<file path="src/rtl/poc_defines.svh">
`ifndef POC_DEFINES_SVH
`define POC_DEFINES_SVH

// Clock, divider tick, power-up and EEPROM write timing
`define CLK_PERIOD_NS 10
`define TICK_PERIOD_NS 2500
`define BOOT_DELAY_NS 3500000
`define EE_WRITE_CYCLES_DEF 1000

// Deassertion timeouts, codes 0 to 7
`define TMO_NS_0 25000
`define TMO_NS_1 1562500
`define TMO_NS_2 6250000
`define TMO_NS_3 25000000
`define TMO_NS_4 50000000
`define TMO_NS_5 200000000
`define TMO_NS_6 400000000
`define TMO_NS_7 1600000000

// Configuration space and serial commands
`define CFG_DEPTH 70
`define CFG_LAST 8'h45
`define EE_MIRROR_BASE 16'h8000
`define CMD_EE_PTR 8'h80
`define CMD_REBOOT 8'h88
`define SLAVE_ID 4'ha
`define BYTE_BITS 4'h8

// Register offsets
`define OFS_TMO1 8'h11
`define OFS_TMO2 8'h15
`define OFS_TMO3 8'h1c
`define OFS_TMO4 8'h23
`define OFS_TMO5 8'h2a
`define OFS_TMO6 8'h31
`define OFS_TMO7 8'h35
`define OFS_DEP_MON 8'h36
`define OFS_DEP_IN 8'h37
`define OFS_DEP_OUT 8'h38
`define OFS_DEP_TMO 8'h39
`define OFS_POLARITY 8'h3a
`define OFS_DEP_MRST 8'h40

// Field positions
`define TMO_LSB_A 1
`define TMO_LSB_B 2
`define BIT_DEP_WDOG 6
`define BIT_DEP_MRST 7
`define BIT_DEP_OUT7 0

// Factory image
`define EE_FACTORY 8'h00
`define POLARITY_FACTORY 8'hff

`endif

</file>
<file path="src/rtl/poc_pkg.sv">
`include "poc_defines.svh"

package poc_pkg;
	typedef enum logic [2:0] {BUS_IDLE, BUS_RX, BUS_ACK, BUS_TX, BUS_TXACK} bus_phase_t;
	typedef enum logic [1:0] {BOOT_COPY, BOOT_WAIT, BOOT_RUN} boot_phase_t;
	typedef logic [`CFG_DEPTH-1:0][7:0] cfg_image_t;

	typedef struct packed {
		logic active;
		logic [19:0] count;
	} timer_state_t;

	typedef struct packed {
		logic [7:0] sense;
		logic [1:0] addr;
		logic mrN;
		logic [3:0] gen;
		logic sda;
		logic scl;
	} pin_bundle_t;

	typedef struct packed {
		bus_phase_t phase;
		boot_phase_t boot;
		logic [3:0] bitCnt;
		logic [1:0] byteIdx;
		logic rw;
		logic ackGiven;
		logic [7:0] shift;
		logic [7:0] cmd;
		logic [7:0] ptr;
		logic eeSel;
		logic sdaOe;
		logic rebootReq;
		logic sclPrev;
		logic sdaPrev;
		logic [15:0] tickCnt;
		logic [18:0] bootCnt;
		logic [18:0] eeCnt;
		logic [7:0] progOe;
		cfg_image_t regs;
		cfg_image_t ee;
	} cfg_state_t;
endpackage

</file>
<file path="src/rtl/pin_sync.sv">
module pin_sync #(
	parameter int W = 1
) (
	input wire logic mclk,
	input wire logic rst,
	input wire logic [W-1:0] pinIn,
	output logic [W-1:0] pinOut
);
	typedef struct packed {
		logic [W-1:0] meta;
		logic [W-1:0] stable;
	} sync_state_t;

	sync_state_t state_r;
	sync_state_t state_nxt;

	// Two flops; the first feeds only the second
	always_comb begin
		state_nxt.meta = pinIn;
		state_nxt.stable = state_r.meta;
		if (rst) begin
			state_nxt = '0;
		end
	end

	always_ff @(posedge mclk) begin
		state_r <= state_nxt;
	end

	assign pinOut = state_r.stable;
endmodule

</file>
<file path="src/rtl/deassert_timer.sv">
`include "poc_defines.svh"

module deassert_timer #(
	parameter int TICK_NS = `TICK_PERIOD_NS
) (
	input wire logic mclk,
	input wire logic rst,
	input wire logic tick,
	input wire logic hold,
	input wire logic [2:0] code,
	output logic active
);
	localparam logic [19:0] TMO_TICKS [8] = '{
		20'(`TMO_NS_0 / TICK_NS), 20'(`TMO_NS_1 / TICK_NS),
		20'(`TMO_NS_2 / TICK_NS), 20'(`TMO_NS_3 / TICK_NS),
		20'(`TMO_NS_4 / TICK_NS), 20'(`TMO_NS_5 / TICK_NS),
		20'(`TMO_NS_6 / TICK_NS), 20'(`TMO_NS_7 / TICK_NS)};

	poc_pkg::timer_state_t state_r;
	poc_pkg::timer_state_t state_nxt;

	// Assert at once, release a full timeout after the condition clears
	always_comb begin
		state_nxt = state_r;
		if (hold) begin
			state_nxt.active = 1'b1;
			state_nxt.count = TMO_TICKS[code];
		end else if (state_r.active && tick) begin
			if (state_r.count == '0) begin
				state_nxt.active = 1'b0;
			end else begin
				state_nxt.count = state_r.count - 20'h00001;
			end
		end
		if (rst) begin
			state_nxt = '0;
		end
	end

	always_ff @(posedge mclk) begin
		state_r <= state_nxt;
	end

	assign active = state_r.active;
endmodule

</file>
<file path="src/rtl/programmable_output_config.sv">
`include "poc_defines.svh"

// Notes on behaviour
// - Monitor dependency bits 5:0 tie output eight to monitor undervoltage one to six.
// - Monitor dependency bit 6 ties output eight to the watchdog condition.
// - Input bits 7:6 and output-dependency bits 1:0 tie it to general inputs one to four.
// - Output-dependency bits 7:2 and bit 0 at 39h tie it to outputs one to seven.
// - Manual-reset dependency bit 7 asserts output eight while manual reset is low.
// - A clear dependency bit makes output eight ignore that condition.
// - Polarity bit n covers output n+1; zero active low, one active high.
// - Outputs are open drain: pull low or release, never drive high.
// - Each output has a 3-bit timeout code selecting 25us up to 1600ms.
// - Factory image is all zero except polarity, which holds all ones.
// - EEPROM keeps the last written image across power loss, and across reset unless factoryLoad is set.
// - A send-byte of 88h reboots: EEPROM image is copied into the registers.
// - After reboot or power-up the same 3.5ms delay passes before operation.
// - During reboot or EEPROM write the slave address gets a not-acknowledge.
module programmable_output_config #(
	parameter int TICK_CYCLES = `TICK_PERIOD_NS / `CLK_PERIOD_NS,
	parameter int BOOT_DELAY_CYCLES = `BOOT_DELAY_NS / `CLK_PERIOD_NS,
	parameter int EE_WRITE_CYCLES = `EE_WRITE_CYCLES_DEF
) (
	input wire logic mclk,
	input wire logic rst,
	input wire logic factoryLoad,
	input wire logic [1:0] addrSel,
	input wire logic sclIn,
	input wire logic sdaIn,
	output logic sdaOut,
	output logic sdaOe,
	input wire logic [5:0] uvFault,
	input wire logic watchdogFault,
	input wire logic [3:0] generalIn,
	input wire logic manualResetInN,
	input wire logic [6:0] assertReq,
	input wire logic [7:0] progOutSense,
	output logic [7:0] progOutDrive,
	output logic [7:0] progOutOe,
	output logic busy
);
	// Timeout register offsets and code positions per output
	localparam logic [7:0] TMO_OFS [8] = '{`OFS_TMO1, `OFS_TMO2, `OFS_TMO3, `OFS_TMO4,
		`OFS_TMO5, `OFS_TMO6, `OFS_TMO7, `OFS_DEP_TMO};
	localparam int TMO_LSB [8] = '{`TMO_LSB_A, `TMO_LSB_A, `TMO_LSB_B, `TMO_LSB_B,
		`TMO_LSB_A, `TMO_LSB_A, `TMO_LSB_A, `TMO_LSB_A};
	// Byte address of a register's EEPROM copy, for host software reference
	localparam logic [15:0] EE_BASE = `EE_MIRROR_BASE;

	poc_pkg::cfg_state_t state_r;
	poc_pkg::cfg_state_t state_nxt;
	poc_pkg::pin_bundle_t pins;
	logic [$bits(poc_pkg::pin_bundle_t)-1:0] pinsRaw;
	logic [$bits(poc_pkg::pin_bundle_t)-1:0] pinsSync;
	logic tick;
	logic [7:0] hold;
	logic [7:0] active;
	logic [7:0] outAsserted;
	logic [2:0] tmoCode [8];
	logic [7:0] depMon;
	logic [7:0] depIn;
	logic [7:0] depOut;
	logic [7:0] depTmo;
	logic [7:0] depMr;
	logic [7:0] polarity;

	// All pin inputs pass two flops before use
	assign pinsRaw = {progOutSense, addrSel, manualResetInN, generalIn, sdaIn, sclIn};

	pin_sync #(
		.W($bits(poc_pkg::pin_bundle_t))
	) pinSyncInst (
		.mclk(mclk),
		.rst(rst),
		.pinIn(pinsRaw),
		.pinOut(pinsSync)
	);

	assign pins = poc_pkg::pin_bundle_t'(pinsSync);

	// Configuration fields seen by the output logic
	assign depMon = state_r.regs[`OFS_DEP_MON];
	assign depIn = state_r.regs[`OFS_DEP_IN];
	assign depOut = state_r.regs[`OFS_DEP_OUT];
	assign depTmo = state_r.regs[`OFS_DEP_TMO];
	assign depMr = state_r.regs[`OFS_DEP_MRST];
	assign polarity = state_r.regs[`OFS_POLARITY];

	// Slow time base for the deassertion timers
	assign tick = (state_r.tickCnt == 16'(TICK_CYCLES - 1));

	// Present state of each output pin, taken through its polarity
	always_comb begin
		for (int i = 0; i < 8; i++) begin
			outAsserted[i] = polarity[i] ? pins.sense[i] : ~pins.sense[i];
		end
	end

	// Output eight: OR of every enabled condition; clear mask bits drop out
	always_comb begin
		hold[6:0] = assertReq;
		hold[7] = (|(depMon[5:0] & uvFault))
			| (depMon[`BIT_DEP_WDOG] & watchdogFault)
			| (|({depOut[1:0], depIn[7:6]} & pins.gen))
			| (|({depTmo[`BIT_DEP_OUT7], depOut[7:2]} & outAsserted[6:0]))
			| (depMr[`BIT_DEP_MRST] & ~pins.mrN);
	end

	// Timeout code of each output from its own register
	always_comb begin
		for (int i = 0; i < 8; i++) begin
			tmoCode[i] = 3'(state_r.regs[TMO_OFS[i]] >> TMO_LSB[i]);
		end
	end

	// One deassertion timer per output
	genvar g;
	generate
		for (g = 0; g < 8; g++) begin : gTimer
			// Timeouts count nominal ticks, so a short divider cannot overflow the counter
			deassert_timer #(
				.TICK_NS(`TICK_PERIOD_NS)
			) timerInst (
				.mclk(mclk),
				.rst(rst),
				.tick(tick),
				.hold(hold[g]),
				.code(tmoCode[g]),
				.active(active[g])
			);
		end
	endgenerate

	// Main sequential behaviour: boot, EEPROM timing, serial slave
	always_comb begin
		logic sclRise;
		logic sclFall;
		logic startSeen;
		logic stopSeen;
		logic ack;
		logic ptrOk;
		logic [7:0] rxByte;
		logic [7:0] rdByte;
		logic [6:0] idx;
		poc_pkg::cfg_image_t factory;

		sclRise = pins.scl & ~state_r.sclPrev;
		sclFall = ~pins.scl & state_r.sclPrev;
		startSeen = pins.scl & state_r.sclPrev & state_r.sdaPrev & ~pins.sda;
		stopSeen = pins.scl & state_r.sclPrev & ~state_r.sdaPrev & pins.sda;
		ack = 1'b0;
		rxByte = state_r.shift;
		idx = state_r.ptr[6:0];
		ptrOk = (state_r.ptr <= `CFG_LAST);
		rdByte = 8'h00;
		if (ptrOk) begin
			rdByte = state_r.eeSel ? state_r.ee[idx] : state_r.regs[idx];
		end
		factory = {`CFG_DEPTH{`EE_FACTORY}};
		factory[`OFS_POLARITY] = `POLARITY_FACTORY;

		state_nxt = state_r;
		state_nxt.sclPrev = pins.scl;
		state_nxt.sdaPrev = pins.sda;
		state_nxt.tickCnt = tick ? 16'h0000 : state_r.tickCnt + 16'h0001;

		// EEPROM write time; slave stays busy meanwhile
		if (state_r.eeCnt != '0) begin
			state_nxt.eeCnt = state_r.eeCnt - 19'h00001;
		end

		// Boot: copy EEPROM into the registers, then wait the power-up delay
		unique case (state_r.boot)
			poc_pkg::BOOT_COPY: begin
				state_nxt.regs = state_r.ee;
				state_nxt.bootCnt = '0;
				state_nxt.boot = poc_pkg::BOOT_WAIT;
			end
			poc_pkg::BOOT_WAIT: begin
				if (state_r.bootCnt == 19'(BOOT_DELAY_CYCLES - 1)) begin
					state_nxt.boot = poc_pkg::BOOT_RUN;
				end else begin
					state_nxt.bootCnt = state_r.bootCnt + 19'h00001;
				end
			end
			poc_pkg::BOOT_RUN: begin
			end
		endcase

		// Serial slave: start and stop override any phase
		if (startSeen) begin
			state_nxt.phase = poc_pkg::BUS_RX;
			state_nxt.bitCnt = '0;
			state_nxt.byteIdx = '0;
			state_nxt.sdaOe = 1'b0;
			state_nxt.rebootReq = 1'b0;
		end else if (stopSeen) begin
			if (state_r.rebootReq) begin
				state_nxt.boot = poc_pkg::BOOT_COPY;
			end
			state_nxt.phase = poc_pkg::BUS_IDLE;
			state_nxt.sdaOe = 1'b0;
			state_nxt.rebootReq = 1'b0;
		end else begin
			unique case (state_r.phase)
				poc_pkg::BUS_IDLE: begin
				end
				// Shift in eight bits, then judge the byte on the falling edge
				poc_pkg::BUS_RX: begin
					if (sclRise && state_r.bitCnt != `BYTE_BITS) begin
						state_nxt.shift = {state_r.shift[6:0], pins.sda};
						state_nxt.bitCnt = state_r.bitCnt + 4'h1;
					end else if (sclFall && state_r.bitCnt == `BYTE_BITS) begin
						unique case (state_r.byteIdx)
							2'h0: begin
								ack = (rxByte[7:4] == `SLAVE_ID) && (rxByte[3:2] == pins.addr)
									&& !busy;
								state_nxt.rw = rxByte[0];
							end
							2'h1: begin
								state_nxt.cmd = rxByte;
								state_nxt.rebootReq = (rxByte == `CMD_REBOOT);
								ack = (rxByte <= `CFG_LAST) || (rxByte == `CMD_EE_PTR)
									|| (rxByte == `CMD_REBOOT);
								if (rxByte <= `CFG_LAST) begin
									state_nxt.ptr = rxByte;
									state_nxt.eeSel = 1'b0;
								end
							end
							default: begin
								state_nxt.rebootReq = 1'b0;
								if (state_r.cmd <= `CFG_LAST) begin
									// Register write, word writes advance
									ack = ptrOk;
									if (ptrOk) begin
										state_nxt.regs[idx] = rxByte;
										state_nxt.ptr = state_r.ptr + 8'h01;
									end
								end else if (state_r.cmd == `CMD_EE_PTR
									&& state_r.byteIdx == 2'h2) begin
									// EEPROM pointer preset
									ack = (rxByte <= `CFG_LAST);
									if (ack) begin
										state_nxt.ptr = rxByte;
										state_nxt.eeSel = 1'b1;
									end
								end else if (state_r.cmd == `CMD_EE_PTR) begin
									// EEPROM byte write, refused until the previous write time ends
									ack = ptrOk && (state_r.eeCnt == '0);
									if (ack) begin
										state_nxt.ee[idx] = rxByte;
										state_nxt.eeCnt = 19'(EE_WRITE_CYCLES);
									end
								end
							end
						endcase
						state_nxt.byteIdx = (state_r.byteIdx == 2'h3) ? 2'h3
							: state_r.byteIdx + 2'h1;
						state_nxt.ackGiven = ack;
						state_nxt.sdaOe = ack;
						state_nxt.phase = poc_pkg::BUS_ACK;
					end
				end
				// End of acknowledge slot: go on receiving or start sending
				poc_pkg::BUS_ACK: begin
					if (sclFall) begin
						state_nxt.sdaOe = 1'b0;
						state_nxt.bitCnt = '0;
						if (!state_r.ackGiven) begin
							state_nxt.phase = poc_pkg::BUS_IDLE;
						end else if (state_r.rw) begin
							state_nxt.shift = rdByte;
							state_nxt.sdaOe = ~rdByte[7];
							state_nxt.phase = poc_pkg::BUS_TX;
						end else begin
							state_nxt.phase = poc_pkg::BUS_RX;
						end
					end
				end
				// Send a byte, most significant bit first
				poc_pkg::BUS_TX: begin
					if (sclFall) begin
						if (state_r.bitCnt == `BYTE_BITS - 4'h1) begin
							state_nxt.sdaOe = 1'b0;
							state_nxt.phase = poc_pkg::BUS_TXACK;
						end else begin
							state_nxt.shift = {state_r.shift[6:0], 1'b0};
							state_nxt.sdaOe = ~state_r.shift[6];
							state_nxt.bitCnt = state_r.bitCnt + 4'h1;
						end
					end
				end
				// Master acknowledge continues a word read, a NACK ends it
				poc_pkg::BUS_TXACK: begin
					if (sclRise) begin
						if (pins.sda) begin
							state_nxt.phase = poc_pkg::BUS_IDLE;
						end else begin
							state_nxt.ptr = state_r.ptr + 8'h01;
							state_nxt.ackGiven = 1'b1;
							state_nxt.phase = poc_pkg::BUS_ACK;
						end
					end
				end
				default: begin
					state_nxt.phase = poc_pkg::BUS_IDLE;
				end
			endcase
		end

		// Open-drain outputs, released until boot ends
		for (int i = 0; i < 8; i++) begin
			state_nxt.progOe[i] = (state_r.boot == poc_pkg::BOOT_RUN)
				&& (polarity[i] ? ~active[i] : active[i]);
		end

		// Reset keeps the EEPROM unless the factory image is requested
		if (rst) begin
			state_nxt = '0;
			state_nxt.phase = poc_pkg::BUS_IDLE;
			state_nxt.boot = poc_pkg::BOOT_COPY;
			state_nxt.sclPrev = 1'b1;
			state_nxt.sdaPrev = 1'b1;
			state_nxt.ee = factoryLoad ? factory : state_r.ee;
		end
	end

	always_ff @(posedge mclk) begin
		state_r <= state_nxt;
	end

	// Pins only ever pull low
	assign progOutDrive = 8'h00;
	assign progOutOe = state_r.progOe;
	assign sdaOut = 1'b0;
	assign sdaOe = state_r.sdaOe;
	assign busy = (state_r.boot != poc_pkg::BOOT_RUN) || (state_r.eeCnt != '0);
endmodule

</file>
<file path="config.mk">
export PLATFORM = sky130hd
export DESIGN_NAME = programmable_output_config
export DESIGN_NICKNAME = d
export VERILOG_FILES = /design/src/rtl/poc_pkg.sv /design/src/rtl/pin_sync.sv /design/src/rtl/deassert_timer.sv /design/src/rtl/programmable_output_config.sv
export VERILOG_INCLUDE_DIRS = /design/src /design/src/rtl
export SDC_FILE = /design/constraint.sdc
export NUM_CORES = 2
export LEC_CHECK = 0
export BUFFER_PORTS_ARGS = -buffer_cell sky130_fd_sc_hd__buf_4
export CAP_MARGIN = 0
export CORE_MARGIN = 3
export CORE_UTILIZATION = 50
export DETAILED_ROUTE_END_ITERATION = 6
export HOLD_SLACK_MARGIN = 0.15
export MAX_ROUTING_LAYER = met4
export PLACE_DENSITY = 0.65
export SYNTH_ARGS = -nofsm -noshare
export SYNTH_HDL_FRONTEND = slang
export SYNTH_SLANG_ARGS = --single-unit
</file>
<file path="constraint.sdc">
create_clock -name mclk -period 123.7 [get_ports mclk]
set_clock_uncertainty 0.2 [all_clocks]
set_input_delay 6.185 -clock mclk [delete_from_list [all_inputs] [get_ports mclk]]
set_output_delay 6.185 -clock mclk [all_outputs]
set_load 0.01 [all_outputs]
</file>
# == Word-level counts from Yosys, hierarchy flattened ==
# Memories as Yosys holds them, arrays and structs flattened.
# Cells that the tools add are included.
# word_totals
regBits,1424
romBits,1280
input_bits,34
output_inout_bits,19
elab_cells,585
memories,8
# memory_table
name,depth,width,rd,rd_ports_with_merged_regs,wr,line,source
(name not given),8,20,1,0,0,deassert_timer.sv:27,state_nxt.count = TMO_TICKS[code];
(name not given),8,20,1,0,0,deassert_timer.sv:27,
(name not given),8,20,1,0,0,deassert_timer.sv:27,
(name not given),8,20,1,0,0,deassert_timer.sv:27,
(name not given),8,20,1,0,0,deassert_timer.sv:27,
(name not given),8,20,1,0,0,deassert_timer.sv:27,
2 more memories,--,--,--,--,--,--,
# classes
n_addsub,14
magnitude_cmp,13
n_eq_ne,60
mux,161
bitwise_logic,51
n_reduce_logical,101
# op_table
operator,n
$mux 1120,6
$mux 560,9
$bwmux 560,2
$mux 20,24
$mux 21,16
$mux 19,14
$logic_not 20->1,8
$sub 20x1->20 const B,8
$mux 8,16
$bmux 8 s7,2
$demux 8 s7,1
$ne 2x2->1 const B,26
$reduce_bool 2->1,23
$pmux 19 s2,1
$mux 1,37
$reduce_and 2->1,17
$ge 4x4->1 const B,8
$not 3->4,8
$ne 4x4->1 const B,7
$mux 9,3
$not 1->1,27
$eq 8x8->1 const B,3
$le 8x7->1 const B,3
$mux 4,6
56 further kinds,125

# == Depth between registers and ports, before layout ==
# depth
word_depth,16
ltp_mapped,16
depth_no_buf,9

# == By module ==
# From an unflattened synthesis, not the netlist that was laid out.
# unflattened
cells_unflattened,8481
area_unflattened_um2,77386.7
# modules_own_cells
mod,instances,cells_each,area_each_um2,seq_area_each_um2
programmable_output_config,1,6993,64911.0,30108.9
deassert_timer,8,175,1426.4,420.4
pin_sync,1,88,1064.8,680.7

# == Worst setup path before layout ==
# Ideal clock, no wire load.
# synth_path
kind,in2reg
start,input rst
end,"register state_r[0] (netlist bit), enable pin"
setup_ns,2.268
arrival_time_ns,45.717
t_required_ns,121.232
slack_ns,75.515
cell_stages,4
path_buffers,3
cell_sequence,clkbuf_1 clkbuf_1 clkbuf_1 o21ai_0
# synth_between
elab_chain_len,2
elab_cells_between_ends,12
classes_between,7 x eq/ne; 5 x reduce/logical
# synth_rtl
item,line,source
start: declaration,programmable_output_config.sv:24,"input wire logic rst,"
"$ne 2x1->1 (no line), or another cell as far along",--,
$reduce_and 11->1 (no line) *,--,
end signal: assignment,programmable_output_config.sv:328,state_r <= state_nxt;
end: declaration,programmable_output_config.sv:49,poc_pkg::cfg_state_t state_r;
# Mark *: on every way between the ends. The rest lies on a longest branch, timed or not.
# A chain may end at the register's enable or synchronous reset.

# == Worst setup path in the final report ==
# layout_path
start,input rst
end,"register state_r[280] (netlist bit), enable pin"
# Same word-level chain as after synthesis.

==> out/qor.tcl <==
set qor(asyncSetResetFlopFracSynth_pct) 0
set qor(worstRegToRegCells) 12
set qor(grtUsageTotal_pct) 35.3
set qor(synthMuxAreaShare_pct) 9.72
set qor(cts_tree) {built}
set qor(chipWidth_um) 393
set qor(final_nets) 8005
set qor(grt_max_degree) 179
set qor(synth_top_flop_cell) {dfxtp_1}
set qor(syn-instance-count) 8363
set qor(placed_cell_area_um2) 75700
set qor(setup_viol_count_final) 0
set qor(synth_sequential_area_ratio_pct) 45.6
set qor(timing_max_transition_violations_final) 0
set qor(cts_root_buf) {clkbuf_16}
set qor(post_route_cells_drive_above_1_share_pct) 7.03
set qor(setup.worst_path.start_class) {input pin}
set qor(gpl.final_weighted_congestion) 0.929
set qor(synth_top_area_share_pct) 23.1
set qor(syn_area_per_cell_um2) 8.94
set qor(chipHeight_um) 393
set qor(total_leakage_power_nw) 29.9
set qor(first_global_vias) 62500
set qor(cts.sink_count) 1424
set qor(finalHoldViolCount) 0
set qor(yosysUniqueCellTypes) 90
set qor(worst_hold_path_class) {register to register}
set qor(clkLatencyLatePin_ns) 0.84
set qor(initial_core_util_pct) 50.4
set qor(final.setup.tns_ns) 0
set qor(number_of_buffers_between_clock_root_and_the_deepest_sink) 3
set qor(synth_area_leaders) {dfxtp_1, edfxtp_1, mux2i_1}
set qor(worstPathRequired_ns) 123.94
set qor(drt_iter0_drc) 9889
set qor(fin_hold_ws_ns) 0.237
set qor(tightest_pin_transition_ns) 1.43
set qor(fmax_mhz) 100
set qor(synth_commonest_cells) {nand2_1, dfxtp_1, nor2_1, a21oi_1, mux2i_1}
set qor(yosysWarningCount) 0
set qor(cell_row_count) 141
set qor(place.port_buffers) 42
set qor(max_cap_violations) 0
set qor(critical_path_class) {input pin to register}
set qor(multiInputGateArea_um2) 37400
set qor(register_area_um2) 34200
set qor(ant_nets) 0
set qor(drc_viols) 11
set qor(synthMostInstantiatedCell) {nand2_1}
set qor(yosys.area_share.xor_xnor_pct) 1.17
set qor(layout.cell_area.non_filler_um2) 80700
set qor(crit_fanout) 72
set qor(drt-pass1-iter-count) 7
set qor(cts_setup_buffers) 0
set qor(area_growth_syn_to_layout_pct) 8.02
set qor(synth_top_family_by_area) {compound AO/OA/AOI/OAI gates}
set qor(drt-wirelength-per-cell_um) 27.4
set qor(final.fill_count) 13300
set qor(worst-endpoint-arrival_ns) 10.20
set qor(yosys.area.top_type) {dfxtp_1}
set qor(cts_clock_pin_slew_for_the_worst_setup_and_hold_paths_ns) 0.06
set qor(finalWorstPathRequiredPeriod_ns) 9.96
set qor(detailroute.via_count) 68300
set qor(core_area_um2) 148000
set qor(cts-hold-fix-buffers) 0
set qor(synth_enable_flop_cells) 560
set qor(wire_length_of_the_first_global_routing_pass_um) 406000
set qor(antenna_found_initial) 8
set qor(synthAdderAreaFrac_pct) 0.837
set qor(tritoncts.num_buffers) 156
set qor(cts_max_level) 4
set qor(synth_area_in_compound_gates_pct) 21.1
set qor(cts_repair_resize_count) 0
set qor(fp.dieArea_um2) 154000
set qor(via_per_inst) 6.83
set qor(powerDensity_nw_per_um2) 13.6
set qor(place_hpwl_um) 162000
set qor(whs_path_depth) 1
set qor(gr-total-overflow) 0
set qor(synthesis.area_um2) 74800
set qor(worst_slew_margin_rel_pct) 4.27
set qor(top_level_pins) 53
set qor(outcome) {complete, but fails checks}
set qor(min_period_over_period_pct) 8.05
set qor(synthSimpleGateAreaFrac_pct) 17.0
set qor(max-vdd-ir-drop_mv) 0.0158
set qor(totalWireLength_um) 274000
set qor(synth-seq-cells) 1424
set qor(endpoint_kind) {register}
set qor(grt_setup_unrepaired) {no}
set qor(violations) {design-rule violations}
==> layout make-up <==
cell class	instances	area share (%)
antenna	11	0.0341
clock buffer	228	5.39
clock inverter	60	0.810
inverter	71	0.330
multi-input combinational	6096	46.4
sequential	1424	42.3
tap	1930	2.99
timing repair buffer	172	1.78
==> per-stage QoR <==
stage | worst slack, ns | std cells | total power, mW | util, %
after floorplan | 75.51 | 8371 | 0.622 | -
after global placement | 113.02 | 9693 | 0.633 | 51.1
after detailed placement | 113.01 | 9693 | 0.636 | 51.1
after CTS | 113.86 | 9981 | 1.10 | 54.5
after global routing | 113.66 | 9989 | 1.13 | 54.5
final | 113.74 | 9992 | 1.10 | 54.5
==> worst max-delay path: stages <==
cell and delay, ns:
buf_8 0.18, o21ai_4 0.87, buf_4 0.98, buf_4 0.89, buf_4 0.81
==> sequential cells by signal, indices dropped and copies added (netlist names) <==
| register | count |
|---|---|
| gTimer.timerInst.state_r | 160 |
| pinSyncInst.state_r | 16 |
| depMon | 8 |
| pinSyncInst.pinOut | 16 |
| depOut | 8 |
| depIn | 8 |
| progOutOe | 8 |
| gTimer.timerInst.active | 8 |
| depMr | 8 |
| polarity | 8 |
| depTmo | 8 |
| state_r | 1167 |
| sdaOe | 1 |
==> layer usage <==
layer	up-vias	global-route usage [%]	routed length, um
met5	-	-	0
met4	0	18.0	15900
met3	836	8.65	34400
met2	4437	49.3	115000
met1	32900	47.5	109000
li1	30100	-	-
==> kinds of logic after synthesis <==
| family | Yosys count |
|---|---|
| compound gates | 2383 |
| xor+xnor | 100 |
| fa+ha+maj | 50 |
| buf+inv | 851 |
| flops | 1424 |
| mux | 697 |
| other cells | 1 |
| simple gates | 2857 |
==> path summary, 6_finish.rpt <==
check	slack, ns	end	start
worst min-delay path	0.24	pinSyncInst.pinOut[14]	pinSyncInst.state_r[31]
worst max register to register	116.20	state_r[280]	state_r[1188]
worst max-delay path	113.74	state_r[280]	rst
worst min register to register	0.24	pinSyncInst.pinOut[14]	pinSyncInst.state_r[31]
==> layout by cell type, fill, tap and decap left out, types with 56 or more instances in the layout <==
cell,netlist,routed
nand2_1,1068,1067
dfxtp_1,864,852
nor2_1,820,813
a21oi_1,745,745
mux2i_1,620,620
edfxtp_1,560,560
a211oi_1,529,529
nand3_1,480,479
a22oi_1,322,322
o21ai_0,237,236
buf_4,25,160
clkbuf_16,0,156
a221oi_1,102,102
nor3_1,88,87
inv_1,68,66
a31oi_1,63,61
mux2_2,60,60
xnor2_1,57,57
o22ai_1,57,57
nor4_1,57,56
==> report_power, final <==
group / internal [mW] / switching [mW] / total, mW
registers: 0.509 / 0.0230 / 0.533
clock network: 0.262 / 0.207 / 0.469
logic: 0.0382 / 0.0589 / 0.0971
total: 0.809 / 0.289 / 1.10
No activity file was read; power rests on OpenSTA's default activity.
